==> config.mk <==
export PLATFORM = sky130hd
export DESIGN_NAME = crd_decoder
export DESIGN_NICKNAME = d
export VERILOG_FILES = /design/src/logic/crd_pkg.sv /design/src/logic/crd_ctrl_sel.sv /design/src/logic/crd_decoder.sv
export SDC_FILE = /design/constraint.sdc
export NUM_CORES = 1
export LEC_CHECK = 0
export CORE_MARGIN = 4
export CORE_UTILIZATION = 45
export CTS_CLUSTER_DIAMETER = 200
export DETAILED_ROUTE_END_ITERATION = 16
export DONT_BUFFER_PORTS = 1
export REMOVE_ABC_BUFFERS = 1
export SLEW_MARGIN = 10
export SYNTH_ARGS = -nofsm -noshare
export SYNTH_HDL_FRONTEND = slang
export SYNTH_HIERARCHICAL = 1
export SYNTH_SLANG_ARGS = --single-unit
==> constraint.sdc <==
create_clock -name i_clk_sys -period 3.1 [get_ports i_clk_sys]
set_input_delay 0.31 -clock i_clk_sys [delete_from_list [all_inputs] [get_ports i_clk_sys]]
set_output_delay 0.31 -clock i_clk_sys [all_outputs]
set_load 0.005 [all_outputs]
==> src/logic/crd_pkg.sv <==
`default_nettype none
package crd_pkg;
    // ---------------------------------------------------------------
    // Field positions
    // ---------------------------------------------------------------
    localparam int INSN_W      = 32;
    localparam int REG_IDX_W   = 5;
    localparam int OP_HI       = 31;
    localparam int OP_LO       = 26;
    localparam int SRC2_HI     = 25;
    localparam int SRC2_LO     = 21;
    localparam int DEST_HI     = 20;
    localparam int DEST_LO     = 16;
    localparam int SRC1_HI     = 15;
    localparam int SRC1_LO     = 11;
    localparam int IMM_W       = 16;
    localparam int OFFS_LOW_W  = 11;
    localparam int BIT_IMM     = 26;
    localparam int BIT_LEN     = 28;
    localparam int BIT_HSEL    = 27;
    localparam int BIT_LS      = 27;
    localparam int BIT_EQ      = 27;
    localparam int ALIGN_BITS  = 2;
    localparam int LATENCY_CYC = 1;

    // ---------------------------------------------------------------
    // Top six opcode bit patterns
    // ---------------------------------------------------------------
    localparam logic [5:0] OPC_IXFR     = 6'h02;
    localparam logic [5:0] OPC_RSVD0    = 6'h06;
    localparam logic [5:0] OPC_FLUSH    = 6'h0d;
    localparam logic [5:0] OPC_PST      = 6'h0f;
    localparam logic [5:0] OPC_CTRL_REG = 6'h0c;
    localparam logic [5:0] OPC_TRAP     = 6'h10;
    localparam logic [5:0] OPC_FP_ESC   = 6'h12;
    localparam logic [5:0] OPC_CORE_ESC = 6'h13;
    localparam logic [5:0] OPC_PFLD     = 6'h19;

    // ---------------------------------------------------------------
    // Control register selectors
    // ---------------------------------------------------------------
    localparam logic [4:0] CR_FAULT     = 5'h00;
    localparam logic [4:0] CR_PSTAT     = 5'h01;
    localparam logic [4:0] CR_DIRBASE   = 5'h02;
    localparam logic [4:0] CR_DBREAK    = 5'h03;
    localparam logic [4:0] CR_FPSTAT    = 5'h04;
    localparam logic [4:0] CR_EXTSTAT   = 5'h05;
    localparam logic [4:0] CR_BUSERR    = 5'h06;
    localparam logic [4:0] CR_CONCUR    = 5'h07;
    localparam logic [4:0] CR_PRIV_ZERO = 5'h08;
    localparam logic [4:0] CR_PRIV_LAST = 5'h0b;

    // ---------------------------------------------------------------
    // Types
    // ---------------------------------------------------------------
    typedef enum logic [15:0] {
        GRP_NONE     = 16'h0000,
        GRP_LD_INT   = 16'h0001,
        GRP_ST_INT   = 16'h0002,
        GRP_IXFR     = 16'h0004,
        GRP_FLD      = 16'h0008,
        GRP_FST      = 16'h0010,
        GRP_FLUSH    = 16'h0020,
        GRP_PST      = 16'h0040,
        GRP_CTRL_REG = 16'h0080,
        GRP_TRAP     = 16'h0100,
        GRP_FP_ESC   = 16'h0200,
        GRP_CORE_ESC = 16'h0400,
        GRP_BTE      = 16'h0800,
        GRP_PFLD     = 16'h1000,
        GRP_CTRL_FMT = 16'h2000,
        GRP_ALU      = 16'h4000,
        GRP_ILLEGAL  = 16'h8000
    } crd_group_t;

    typedef enum logic [2:0] {
        SZ_8   = 3'h0,
        SZ_16  = 3'h1,
        SZ_32  = 3'h2,
        SZ_64  = 3'h3,
        SZ_128 = 3'h4
    } crd_size_t;

    typedef struct packed {
        logic        valid;
        crd_group_t  group;
        logic [5:0]  opcode;
        logic [4:0]  src2;
        logic        src2_is_ctrl;
        logic [4:0]  dest;
        logic        dest_is_fp;
        logic [4:0]  src1;
        logic        src1_is_imm;
        logic [31:0] operand_imm;
        logic        high_select;
        logic        is_store;
        logic        branch_on_equal;
        crd_size_t   size;
        logic        autoinc;
        logic        illegal;
    } crd_dec_t;
endpackage
`default_nettype wire

==> src/logic/crd_ctrl_sel.sv <==
`default_nettype none
module crd_ctrl_sel #(
    parameter bit EXTENDED = 1'b1
) (
    // Selector in
    input  wire logic [4:0] i_sel,
    // Verdict out
    output logic            o_defined
);
    // ---------------------------------------------------------------
    // Control register selector check
    // ---------------------------------------------------------------
    // Base variant leaves codes 6..11 undefined; flagging them beats silent misbehaviour
    always_comb
    begin
        if (i_sel <= crd_pkg::CR_EXTSTAT)
            o_defined = 1'b1;
        else if (i_sel <= crd_pkg::CR_PRIV_LAST)
            o_defined = EXTENDED;
        else
            o_defined = 1'b0;
    end
endmodule
`default_nettype wire

==> src/logic/crd_decoder.sv <==
`default_nettype none
module crd_decoder #(
    parameter bit EXTENDED = 1'b1
) (
    // Clock and reset
    input  wire logic              i_clk_sys,
    input  wire logic              i_rst_n,
    // Fetch side
    input  wire logic              i_valid,
    input  wire logic [31:0]       i_insn,
    input  wire logic [31:0]       i_fetch_addr,
    // Datapath side
    output crd_pkg::crd_dec_t      o_dec,
    output logic                   o_misaligned
);
    // ---------------------------------------------------------------
    // Field extraction
    // ---------------------------------------------------------------
    logic [5:0]        op;
    logic [4:0]        f_src2;
    logic [4:0]        f_dest;
    logic [4:0]        f_src1;
    logic [15:0]       f_imm;
    logic              imm_sel;
    logic              ctrl_defined;
    crd_pkg::crd_dec_t dec_next;
    crd_pkg::crd_dec_t dec_reg;
    logic              misaligned_next;
    logic              misaligned_reg;

    assign op      = i_insn[crd_pkg::OP_HI:crd_pkg::OP_LO];
    assign f_src2  = i_insn[crd_pkg::SRC2_HI:crd_pkg::SRC2_LO];
    assign f_dest  = i_insn[crd_pkg::DEST_HI:crd_pkg::DEST_LO];
    assign f_src1  = i_insn[crd_pkg::SRC1_HI:crd_pkg::SRC1_LO];
    assign f_imm   = i_insn[crd_pkg::IMM_W-1:0];
    assign imm_sel = i_insn[crd_pkg::BIT_IMM];

    crd_ctrl_sel #(
        .EXTENDED (EXTENDED)
    ) u_ctrl_sel (
        .i_sel     (f_src2),
        .o_defined (ctrl_defined)
    );

    // ---------------------------------------------------------------
    // Combinational decode
    // ---------------------------------------------------------------
    always_comb
    begin
        dec_next             = '0;
        dec_next.valid       = i_valid;
        dec_next.opcode      = op;
        dec_next.src2        = f_src2;
        dec_next.dest        = f_dest;
        dec_next.src1        = f_src1;
        dec_next.group       = crd_pkg::GRP_NONE;
        dec_next.size        = crd_pkg::SZ_32;
        dec_next.high_select = i_insn[crd_pkg::BIT_HSEL];
        dec_next.src1_is_imm = 1'b0;
        dec_next.operand_imm = {{16{1'b0}}, f_imm};

        // Groups
        casez (op)
            6'b000?01: dec_next.group = crd_pkg::GRP_LD_INT;
            6'b000?11: dec_next.group = crd_pkg::GRP_ST_INT;
            6'b001001: dec_next.group = crd_pkg::GRP_FLD;
            6'b001011: dec_next.group = crd_pkg::GRP_FST;
            6'b0101?1: dec_next.group = crd_pkg::GRP_BTE;
            6'b011???:
            begin
                if (op == crd_pkg::OPC_PFLD)
                    dec_next.group = crd_pkg::GRP_PFLD;
                else
                    dec_next.group = crd_pkg::GRP_CTRL_FMT;
            end
            6'b1?????:
            begin
                // Patterns 11xx10 are reserved
                if (op[5:4] == 2'b11 && op[1:0] == 2'b10)
                    dec_next.group = crd_pkg::GRP_ILLEGAL;
                else
                    dec_next.group = crd_pkg::GRP_ALU;
            end
            default:
            begin
                case (op)
                    crd_pkg::OPC_IXFR:     dec_next.group = crd_pkg::GRP_IXFR;
                    crd_pkg::OPC_FLUSH:    dec_next.group = crd_pkg::GRP_FLUSH;
                    crd_pkg::OPC_PST:      dec_next.group = crd_pkg::GRP_PST;
                    crd_pkg::OPC_CTRL_REG: dec_next.group = crd_pkg::GRP_CTRL_REG;
                    crd_pkg::OPC_TRAP:     dec_next.group = crd_pkg::GRP_TRAP;
                    crd_pkg::OPC_FP_ESC:   dec_next.group = crd_pkg::GRP_FP_ESC;
                    crd_pkg::OPC_CORE_ESC: dec_next.group = crd_pkg::GRP_CORE_ESC;
                    default:               dec_next.group = crd_pkg::GRP_ILLEGAL;
                endcase
            end
        endcase

        dec_next.src2_is_ctrl = (dec_next.group == crd_pkg::GRP_CTRL_REG);
        dec_next.dest_is_fp   = dec_next.group inside {crd_pkg::GRP_FLD, crd_pkg::GRP_FST,
                                    crd_pkg::GRP_PFLD, crd_pkg::GRP_PST, crd_pkg::GRP_IXFR};
        dec_next.is_store     = dec_next.group inside {crd_pkg::GRP_ST_INT, crd_pkg::GRP_FST};
        dec_next.branch_on_equal = (dec_next.group == crd_pkg::GRP_BTE) && i_insn[crd_pkg::BIT_EQ];

        // Source one immediate: only where the encoding allows it
        if (dec_next.group inside {crd_pkg::GRP_LD_INT, crd_pkg::GRP_FLD, crd_pkg::GRP_FST,
                                   crd_pkg::GRP_FLUSH, crd_pkg::GRP_PST, crd_pkg::GRP_PFLD,
                                   crd_pkg::GRP_ALU, crd_pkg::GRP_BTE})
            dec_next.src1_is_imm = imm_sel;

        // Logical ops with high-select apply immediate in the upper half
        if (dec_next.group == crd_pkg::GRP_ALU && op[5:4] == 2'b11 && dec_next.src1_is_imm)
        begin
            if (dec_next.high_select)
                dec_next.operand_imm = {f_imm, {16{1'b0}}};
        end

        // Split offsets replace the plain immediate
        // Loop-branch-add sits among the arithmetic rows, so it is matched by opcode alone
        if (dec_next.group inside {crd_pkg::GRP_ST_INT, crd_pkg::GRP_BTE} || op == 6'h2d)
            dec_next.operand_imm = {{16{f_dest[4]}}, f_dest,
                                    i_insn[crd_pkg::OFFS_LOW_W-1:0]};
        if (dec_next.group == crd_pkg::GRP_BTE && imm_sel)
            dec_next.src1 = f_src1;

        // Integer size and alignment forcing
        if (dec_next.group inside {crd_pkg::GRP_LD_INT, crd_pkg::GRP_ST_INT})
        begin
            if (!i_insn[crd_pkg::BIT_LEN])
                dec_next.size = crd_pkg::SZ_8;
            else if (!i_insn[0])
                dec_next.size = crd_pkg::SZ_16;
            else
                dec_next.size = crd_pkg::SZ_32;
            if (i_insn[crd_pkg::BIT_LEN] && (imm_sel || dec_next.group == crd_pkg::GRP_ST_INT))
                dec_next.operand_imm[0] = 1'b0;
        end

        // Floating memory size, autoincrement and alignment
        if (dec_next.group inside {crd_pkg::GRP_FLD, crd_pkg::GRP_FST, crd_pkg::GRP_PFLD,
                                   crd_pkg::GRP_PST, crd_pkg::GRP_FLUSH})
        begin
            dec_next.autoinc = i_insn[0];
            if (i_insn[1])
                dec_next.size = crd_pkg::SZ_32;
            else if (i_insn[2])
                dec_next.size = crd_pkg::SZ_128;
            else
                dec_next.size = crd_pkg::SZ_64;
            if (dec_next.group == crd_pkg::GRP_FLUSH)
                dec_next.size = crd_pkg::SZ_64;
            if (dec_next.src1_is_imm)
            begin
                dec_next.operand_imm[1:0] = 2'b00;
                if (!i_insn[1])
                    dec_next.operand_imm[2] = 1'b0;
            end
        end

        // Illegal flag: variant-dependent encodings, reserved opcodes, cleared when idle
        if (dec_next.group == crd_pkg::GRP_CTRL_REG && !ctrl_defined)
            dec_next.illegal = 1'b1;
        if (dec_next.group == crd_pkg::GRP_PFLD && !EXTENDED && !i_insn[1] && i_insn[2])
            dec_next.illegal = 1'b1;
        if (dec_next.group == crd_pkg::GRP_ILLEGAL)
            dec_next.illegal = 1'b1;
        if (!i_valid)
            dec_next.illegal = 1'b0;
    end

    // Low address bits must be zero for a word fetch
    assign misaligned_next = i_valid && (i_fetch_addr[crd_pkg::ALIGN_BITS-1:0] != 2'b00);

    // ---------------------------------------------------------------
    // Output registers
    // ---------------------------------------------------------------
    always_ff @(posedge i_clk_sys)
    begin
        if (!i_rst_n)
            dec_reg <= '0;
        else
            dec_reg <= dec_next;
    end

    always_ff @(posedge i_clk_sys)
    begin
        if (!i_rst_n)
            misaligned_reg <= 1'b0;
        else
            misaligned_reg <= misaligned_next;
    end

    assign o_dec        = dec_reg;
    assign o_misaligned = misaligned_reg;
endmodule
`default_nettype wire

# == Word-level counts from Yosys, hierarchy flattened ==
# Cells that the tools add are included.
# W data, S select, Z words.
# totals
ff_bits,82
inputBits,67
output_inout_bits,82
wordCells,91
# classes
n_mux,24
eq_ne,29
n_reduce_logical,19
magnitude_cmp,2
# op_table
operator,count
$pmux W16 S7,2
$mux W32,3
$eq A6 B4 Y1 const B,5
$eq A6 B5 Y1 const B,4
$eq A16 B1 Y1 const B,1
$eq A16 B12 Y1 const B,1
$eq A16 B13 Y1 const B,1
$eq A16 B15 Y1 const B,1
$eq A16 B16 Y1 const B,1
$eq A16 B2 Y1 const B,1
$eq A16 B3 Y1 const B,1
$eq A16 B4 Y1 const B,1
$eq A16 B5 Y1 const B,1
$eq A16 B6 Y1 const B,1
$eq A16 B7 Y1 const B,1
$eq A16 B8 Y1 const B,1
$mux W16,1
$mux W3,5
$mux W14,1
$reduce_bool A5 Y1,2
$mux W1,8
$reduce_bool A2 Y1,4
$reduce_bool A8 Y1,1
$logic_and A1 B1 Y1,7
other kinds (14),19

# == Depth between registers and ports, before layout ==
# Gate-level depths: netlist of the first run.
# depth
depth_word,14
depth_mapped,7
ltp_nobuf,4

# == By module ==
# Netlist of the first run, hierarchy kept.
# by_module_without_submodules
module,area_per_inst_um2,n_inst,cells_each,seq_area_each_um2
crd_decoder,2616.3,1,263,1621.6
crd_ctrl_sel,8.8,1,1,0.0

# == Worst setup path before layout of the first run ==
# Ideal clock, no wire load.
# synth_path
path_kind,input-to-reg
startpoint,in i_insn[31]
endpoint,"reg dec_reg, in the netlist o_dec[19]"
arrival_time_ns,1.284
cell_stages,6
path_buffers,2
path_slack_ns,1.679
t_required_ns,2.963
setup_time_ns,0.137
cell_sequence,buf_6 -> buf_4 -> nor3_1 -> nor2_1 -> o22ai_1 -> o22ai_1
# synth_between
elab_chain_cells,10
word_cells_on_any_way,38
classes_between,25 x eq/ne; 7 x mux; 6 x reduce/logical
# synth_rtl
element,line_no,rtl
"start, declared",crd_decoder.sv:10,"input wire logic [31:0] i_insn,"
branches (longest 9 deep; another with $mux W32),-,
$mux W32 *,crd_decoder.sv:120,"if (dec_next.group inside {crd_pkg::GRP_ST_INT, crd_pkg::GRP_BTE} || op == 6'h2d)"
"end signal, assigned",crd_decoder.sv:182,dec_reg <= dec_next;
"end, declared",crd_decoder.sv:27,crd_pkg::crd_dec_t dec_reg;
# Every way passes the cells marked *.
# A chain may end at the register's enable or synchronous reset.

# == Worst setup path in the final report of the first run ==
# layout_path
startpoint,in i_insn[31]
endpoint,"reg dec_reg, in the netlist o_dec[34]"
# The elaborated chain is that of the path after synthesis.

==> results of run 1 <==
## power breakdown
part           switching [mW]  total (mW)  leakage (nW)  internal [mW]
Clock                   0.356       0.772         0.103          0.417
Sequential             0.0216        1.10         0.665           1.08
Combinational          0.0376      0.0700         0.468         0.0324
Total                   0.415        1.94          1.24           1.53
## how the worst min path moves through the flow
| stage | depth (start not counted) | slack [ns] | endpoint | start |
|---|---|---|---|---|
| 2_1_floorplan | 1 | 0.39 | o_dec[67] | i_insn[28] |
| 3_3_place_gp | 1 | 0.39 | o_dec[66] | i_insn[28] |
| 3_5_place_dp | 1 | 0.39 | o_dec[66] | i_insn[28] |
| 4_1_cts | 1 | 0.02 | o_dec[66] | i_insn[28] |
| 5_1_grt | 1 | 0.004 | o_dec[76] | i_insn[28] |
| 6_report | 1 | 0.04 | o_dec[66] | i_insn[29] |
## layout make-up
| type | instances | share of cell area (%) |
|---|---|---|
| flip-flops and latches | 81 | 57.6 |
| multi-input cells | 151 | 30.1 |
| inverters | 13 | 1.73 |
| clock inverters | 4 | 1.82 |
| clock buffers | 12 | 5.51 |
| well taps | 72 | 3.20 |
## cell families after synthesis
family                 after synthesis
buffers and inverters               32
and+or+nand+nor                    119
DFF                                 81
muxes                                2
AOI/OAI and AO/OA                   30
## critical path, stage by stage
cell and delay, ns:
nand4_1 0.43, nor2_1 0.76, nand2_1 0.12, nand2_1 0.09
## synthesized netlist by cell type (2+ instances only)
master / number / area [sq um]
dfxtp_1: 81 / 1620
nand2_1: 42 / 158
nor2_1: 20 / 75.1
and2_1: 13 / 81.3
inv_1: 13 / 48.8
and3_1: 9 / 56.3
buf_2: 8 / 40.0
nor3_1: 7 / 35.0
o21ai_0: 7 / 35.0
nor4_1: 6 / 37.5
a21oi_1: 5 / 25.0
o22ai_1: 5 / 31.3
clkbuf_1: 4 / 15.0
nand2b_1: 4 / 25.0
buf_4: 3 / 22.5
o21a_1: 3 / 22.5
buf_1: 2 / 7.51
buf_6: 2 / 22.5
nand3_1: 2 / 10.0
nand4_1: 2 / 12.5
nor2b_1: 2 / 12.5
nor3b_1: 2 / 15.0
o211a_1: 2 / 20.0
o31a_1: 2 / 17.5
## registers in the layout (all words and copies together), names as in the netlist
signal        count
o_dec            80
o_misaligned      1
## per-layer routing
layer	GRT usage [%]	wire length, um	up-vias
met1	19.9	2570	800
met3	9.81	546	5
li1	-	-	858
met2	24.1	2620	75
met4	5.61	57	0
met5	0	0	-
## per-stage QoR
stage,hold WS (ns),power (mW)
after floorplan,0.387,1.18
after global placement,0.392,1.20
after detailed placement,0.394,1.20
after CTS,0.0220,1.97
after global routing,0.00410,2.03
final,0.0425,1.94
==> impl_results.md, run 1 <==
* Core ar. at 5570 sq um
* Mux cell area share after synthesis at 0.810%
* Period minus WS final at 1.44 ns
* Simple-Gate Fraction of Synth Area at 23.5%
* Final Util at 50.5%
* Gate count after technology mapping at 264
* All-layer global routing usage at 16.4%
* Cts hold-fix bufs at 0
* Slew @ Worst Pin at 0.739 ns
* Post-synth cell types at 42
* Num CTS Buffers at 9
* Final Hold Fails at 0
* Number of global-route vias before repair at 1633
* Compound-Gate Fraction of Synth Area at 7.96%
* Initial drt markers at 53
* #FFs+latches synth at 81
* Final setup viols at 0
* Final std cells w/o fill at 333
* Critical path arrival at 1.72 ns
* Largest family of logic cells by synthesized area: simple AND/OR/NAND/NOR gates
* Hpwl dp at 3950 um
* Largest net degree at the start of global routing at 37
* Most common cell after layout, fill and taps aside: dfxtp_1
* Max-slew violations at 0
* Max_slew headroom at 50.5%
* Clock buffer depth at 2
* Synthesis-to-finish area growth at 7.20%
* Post-CTS Resized at 0
* Setup Slack @ Placement at 1.29 ns
* Mapped cell area at 2630 sq um
* Worst min path class: in2reg
* Row count at 27
* Maximum vdd drop at 0.000270 V
* Antenna Cells at 0
* Ys Warns at 6
* DRC errors left at 0
* Die Area at 7120 sq um
* CP max FO at 18
* Clock sink count at 81
* Leakage at 1.24 nW
* Routed WL per cell at 17.4 um
* Commonest non-fill, non-tap cells in the layout: dfxtp_1, nand2_1, nor2_1, inv_1, and2_1
* Design Area, Final at 2810 sq um
* Mean Syn Cell Area at 9.94 sq um
* First-pass GRT wire length at 8950 um
* Initial Util at 47.1%
* CTS tree: built
* Number of synthesized flops with an enable pin at 0
* Multi-input logic area at 847 sq um
* WL final at 5800 um
* Die height at 84.4 um
* Setup_tns at 0 ns
* Vias at 1738
* Via density at 5.22
* Status: complete, no violations
* RSZ-0062 raised after global routing: no
* Final worst-path cycle share at 46.4%
* Die width at 84.4 um
* Pwr dens at 691 nW/um^2
* Crit path launch type: primary input
* Clock-pin slew on the worst setup and hold paths at 0.08 ns
* Area after DPL at 2610 sq um
* I/O Buffers at 0
* Storage cell area at 1620 sq um
* Setup ws final at 1.66 ns
* Worst setup EP type: flip-flop
* Antenna viol nets, final at 0
* GP Congestion at 0.779
* Total global routing overflow at 0
* Asr flop ratio synth at 0%
* CP Data Required Time at 3.38 ns
* DP Cell Count at 317
* # IOs at 149
* Top_reg_cell synth: dfxtp_1
* Sequential area share after synthesis at 61.8%
* XOR/XNOR Fraction of Synth Area at 0%
* Synthesized-area fraction occupied by adder cells at 0%
* # Post-CTS Setup Buffers at 0
* FMAX at 0.696 GHz
* Drt pass-1 iters at 4
* Share of layout cells above drive strength 1 at 8.05%
* Initial antenna violation count at 0
* Nets at 323
* Critical Path End: o_dec[34]
* CTS Root Buffer Type: clkbuf_8
* Crit Path Category: in2reg
* Max Cap Violations at 0
* Htree depth at 3
* CP startpoint: i_insn[31]
* # fillers at 519
No activity file was read; power rests on OpenSTA's default activity.
==> run 2, diff against run 1 <==
ABC_AREA = 1   (was not set)
clock period = 1.5 ns   (was 3.1 ns; I/O delays follow)
==> run 2 against run 1 <==
Effect of this change:
- global-route usage is 2.9 points higher
- die area is 1.9% higher
- power is 120% higher
- wire length is 16% higher
- first-iteration DRC count is 64% higher
- hold slack worse by 0.018 ns
- critical path depth is 3 higher
- synthesized area is 2.1% higher
- via count is 20% higher
- clock power is 130% higher
- clock-buffer cell count is 1 lower
- synthesized cell count is 8.0% higher
==> impl_results.md, run 2 <==
* Max FFs per register at 80
* Initial antenna violation count at 0
* Clock sink count at 81
* Top_reg_cell synth: dfxtp_1
* Sequential area share after synthesis at 60.5%
* Crit Path Category: in2reg
* #FFs+latches synth at 81
* Sw Share at 21.5%
* Clock Power Share at 40.6%
* Synthesized-area fraction occupied by adder cells at 0%
* Number of synthesized flops with an enable pin at 0
* Setup_tns at 0 ns
* Row count at 27
* CP max FO at 17
* Maximum vdd drop at 0.000594 V
* Max Cap Violations at 0
* XOR/XNOR Fraction of Synth Area at 0%
* Mean Syn Cell Area at 9.41 sq um
* Largest net degree at the start of global routing at 36
* Sw power at 932 uW
* Max-slew violations at 0
* Cell-internal power at 3.40 mW
* Synthesis-to-finish area growth at 28.0%
* Area leader, netlist: dfxtp_1
* Slew @ Worst Pin at 0.694 ns
* Mux cell area share after synthesis at 0%
* Htree depth at 3
* Leakage at 1.60 nW
* Share of layout cells above drive strength 1 at 12.7%
* Number of global-route vias before repair at 2149
* Final Util at 60.8%
* Mapped cell area at 2680 sq um
* # IOs at 149
* CTS Root Buffer Type: clkbuf_8
* RSZ-0062 raised after global routing: no
* Nets at 401
* Compound-Gate Fraction of Synth Area at 9.24%
* Worst min path class: in2reg
* Die width at 85.2 um
* Most frequent cell after synthesis: dfxtp_1
* Drt pass-1 iters at 4
* Asr flop ratio synth at 0%
* Worst path bufs/invs at 2
* Top-area cell type share of the netlist area at 60.5%
* Die height at 85.2 um
* Antenna Cells at 0
* Crit path launch type: primary input
* Core ar. at 5640 sq um
* Max_slew headroom at 53.7%
* Clock buffer depth at 2
* Crit-path max cell delay at 0.60 ns
* All-layer global routing usage at 19.3%
* Design Area, Final at 3430 sq um
* Antenna viol nets, final at 0
* Via density at 5.05
* CP top delay family: buffers and inverters
* DRC errors left at 0
* Cells along the critical path: dlygate4sd3_1 > nand2_2 > inv_1 > nand3_2 > nand3_4 > nand2_8 > o21ai_0
* Slowest stage cell on the critical path: dlygate4sd3_1
* CP Data Required Time at 1.72 ns
* Top post-synthesis cells by count: dfxtp_1, nand2_1, inv_1, nor2_1, o31ai_1
* WL final at 6710 um
* Num CTS Buffers at 9
* Clock-pin slew on the worst setup and hold paths at 0.08 ns
* Synth top area cells: dfxtp_1, nand2_1, inv_1, o31ai_1, nor2_1
* Gate count after technology mapping at 285
* Final std cells w/o fill at 411
* Hpwl dp at 4060 um
* Largest family of logic cells by synthesized area: simple AND/OR/NAND/NOR gates
* Initial Util at 47.5%
* Die Area at 7260 sq um
* Status: complete, no violations
* Vias at 2077
* Worst setup EP type: flip-flop
* Period minus WS final at 1.41 ns
* First-pass GRT wire length at 10800 um
* Final Hold Fails at 0
* Initial drt markers at 87
* Final worst-path cycle share at 94.0%
* I/O Buffers at 0
* Routed WL per cell at 16.3 um
* FMAX at 0.710 GHz
* Pwr dens at 1260 nW/um^2
* Reg power frac at 52.6%
* Simple-Gate Fraction of Synth Area at 21.0%
* Post-synth cell types at 31
* CTS tree: built
* Total global routing overflow at 0
* Critical path arrival at 1.63 ns
* Final setup viols at 0
* Combinational Power Share at 6.8%
* GP Congestion at 0.830
* Most common cell after layout, fill and taps aside: dfxtp_1
* Ys Warns at 6
* Area after DPL at 2700 sq um
* DP Cell Count at 346
* Commonest non-fill, non-tap cells in the layout: dfxtp_1, dlygate4sd3_1, nand2_1, inv_1, nor2_1
## run 2: cell count changes in the layout (fill, tap and decap cells not counted), sizes merged, moves of 6 or more
cell	delta
and2	-13
and3	-8
dlygate4sd3	+47
inv	+29
nand2	+6
nand3	+12
nor2	+11
nor3	+6
o31ai	+18
## run 2: layout make-up
cell class | instances | area [sq um]
well taps | 72 | 90.1
fillers | 474 | 2210
repair buffers | 51 | 505
multi-input cells | 148 | 825
clock buffers | 11 | 151
flip-flops and latches | 81 | 1620
inverters | 43 | 161
clock inverters | 5 | 77.6
## run 2: through the flow
step                power (mW)  worst slack [ns]  hold slack [ns]
global route              4.52           0.00717           0.0193
floorplan                 2.46             0.334            0.228
global placement          2.50             0.270            0.232
detailed placement        2.51             0.261            0.233
CTS                       4.36            0.0371          0.00478
finish                    4.33            0.0907           0.0250
## run 2: timing repair
item	4_1_cts	5_1_grt
gates resized for setup	0	3
hold endpoints to repair	65	0
setup endpoints to repair	0	10
setup buffers	0	1
hold buffers	48	0
## run 2: cells by family (layout without fill, tap and decap cells)
kind of cell	Yosys count	count (layout)
buf+inv	56	110
flops	81	81
simple gates	113	113
compound gates	35	35
## run 2: path summary, 6_finish.rpt
kind	depth (start not counted)	slack, ns	startpoint	end
min	3	0.02	i_insn[27]	o_dec[64]
max	7	0.09	i_insn[26]	o_dec[25]
## run 2: layer usage
layer  part of all wire, %  wire [um]  track usage (%)
met1                    42       2850             23.0
met2                    47       3140             31.3
met3                   9.0        601             7.09
met4                   1.7        116             8.35
met5                     0          0                0
## run 2: power by group through the flow
stage / logic [mW] / registers, mW / clock network [mW]
detailed placement: 0.178 / 2.33 / 0
floorplan: 0.142 / 2.32 / 0
global route: 0.329 / 2.29 / 1.91
CTS: 0.286 / 2.28 / 1.80
global placement: 0.173 / 2.33 / 0
finish: 0.293 / 2.28 / 1.76
==> run 3, diff against run 2 <==
CORE_UTILIZATION = 55   (was 45)
PLACE_DENSITY = 0.7   (was not set)
==> run 3 against run 2 <==
Effect of this change:
- hold slack lost 0.0037 ns
- die area shrank 17%
- sequential share of layout area increased by 0.75 points
- critical path type unchanged
- critical endpoint unchanged
- largest cell class unchanged
- highest routed layer unchanged
==> impl_results.md, run 3 (synthesis results as in run 2) <==
* Leakage at 1.58 nW
* Area after DPL at 2700 sq um
* Crit path launch type: primary input
* Crit Path Category: in2reg
* Sw Share at 24.8%
* Max FFs per register at 80
* Num CTS Buffers at 9
* Die width at 77.8 um
* Via density at 4.98
* Total power at 3.97 mW
* Pwr dens at 1180 nW/um^2
* Setup Slack @ Placement at 0.267 ns
* Die height at 77.8 um
* Total global routing overflow at 0
* FMAX at 0.707 GHz
* Largest net degree at the start of global routing at 19
* Final worst-path cycle share at 94.3%
* Drt pass-1 iters at 4
* Antenna viol nets, final at 0
* Status: complete, no violations
* CP max FO at 17
* Hold WS at 0.0213 ns
* Final std cells w/o fill at 406
* Die Area at 6060 sq um
* # IOs at 149
* All-layer global routing usage at 22.3%
* Worst setup EP type: flip-flop
* Share of layout cells above drive strength 1 at 13.0%
* Synthesis-to-finish area growth at 26.0%
* Reg power frac at 57.3%
* I/O Buffers at 0
* Setup_tns at 0 ns
* Final setup viols at 0
* Sw power at 983 uW
* Final Hold Fails at 0
* Clock buffer depth at 2
* CP startpoint: i_insn[26]
* Initial Util at 56.8%
* GP Congestion at 0.763
* Clock sink count at 81
* Cell-internal power at 2.99 mW
* Routed WL per cell at 15.5 um
* CTS Root Buffer Type: clkbuf_8
* WL final at 6300 um
* Row count at 25
* DRC errors left at 0
* Most common cell after layout, fill and taps aside: dfxtp_1
* Max Cap Violations at 0
* Initial drt markers at 81
* CTS tree: built
* Core ar. at 4720 sq um
* # Post-CTS Setup Buffers at 0
* Clock-pin slew on the worst setup and hold paths at 0.08 ns
* CP Data Required Time at 1.72 ns
* Nets at 401
* Antenna Cells at 0
* First-pass GRT wire length at 10300 um
* Min-delay src: i_insn[30]
* Max_slew headroom at 50.2%
* Vias at 2022
* Final Util at 71.5%
* Hpwl dp at 3890 um
* RSZ-0062 raised after global routing: no
* Commonest non-fill, non-tap cells in the layout: dfxtp_1, dlygate4sd3_1, nand2_1, inv_1, nor2_1
* Period minus WS final at 1.42 ns
* Number of global-route vias before repair at 2096
* Slew @ Worst Pin at 0.748 ns
* Initial antenna violation count at 0
* Combinational Power Share at 7.4%
* Clock Power Share at 35.2%
* Worst min path class: in2reg
* Max-slew violations at 0
* Critical path arrival at 1.64 ns
* Htree depth at 3
* Maximum vdd drop at 0.00103 V
* DP Cell Count at 342
* Setup ws final at 0.0850 ns
* Design Area, Final at 3380 sq um
## run 3: path summary, 6_finish.rpt
path	slack [ns]	to	cells after the start
hold / removal	0.02	o_dec[64]	3
setup / recovery	0.08	o_dec[25]	7
## run 3: critical path: stages
cell	delay (ns)
dlygate4sd3_1	0.61
nand2_2	0.15
inv_1	0.10
nand3_2	0.10
nand3_4	0.21
nand2_8	0.21
o21ai_0	0.11
## run 3: what timing repair did
item,in CTS,in global routing
resized for setup,0,4
endpoints found under the setup margin,0,10
hold endpoints to repair,63,0
hold buffers,48,0
## run 3: power by group through the flow
| stage | combinational (mW) | clock (mW) | sequential [mW] |
|---|---|---|---|
| floorplan | 0.142 | 0 | 2.32 |
| global placement | 0.174 | 0 | 2.33 |
| detailed placement | 0.179 | 0 | 2.33 |
| CTS | 0.287 | 1.44 | 2.28 |
| global route | 0.334 | 1.54 | 2.28 |
| finish | 0.296 | 1.40 | 2.28 |
## run 3: routing by layer
| layer | share of wire, % | vias to the layer above | wire length [um] | track usage (%) |
|---|---|---|---|---|
| met1 | 39 | 898 | 2480 | 25.8 |
| met2 | 49 | 105 | 3070 | 36.6 |
| met4 | 1.9 | 0 | 121 | 8.90 |
| met3 | 10 | 10 | 630 | 9.16 |
| li1 | - | 1009 | - | - |
| met5 | 0 | - | 0 | 0 |
## run 3: area by class of cell
| type | count | area (sq um) |
|---|---|---|
| clock inverter | 7 | 55.1 |
| sequential | 81 | 1620 |
| tap | 67 | 83.8 |
| inverter | 43 | 161 |
| timing repair buffer | 51 | 505 |
| fill | 347 | 1350 |
| multi-input combinational | 148 | 827 |
| clock buffer | 9 | 124 |
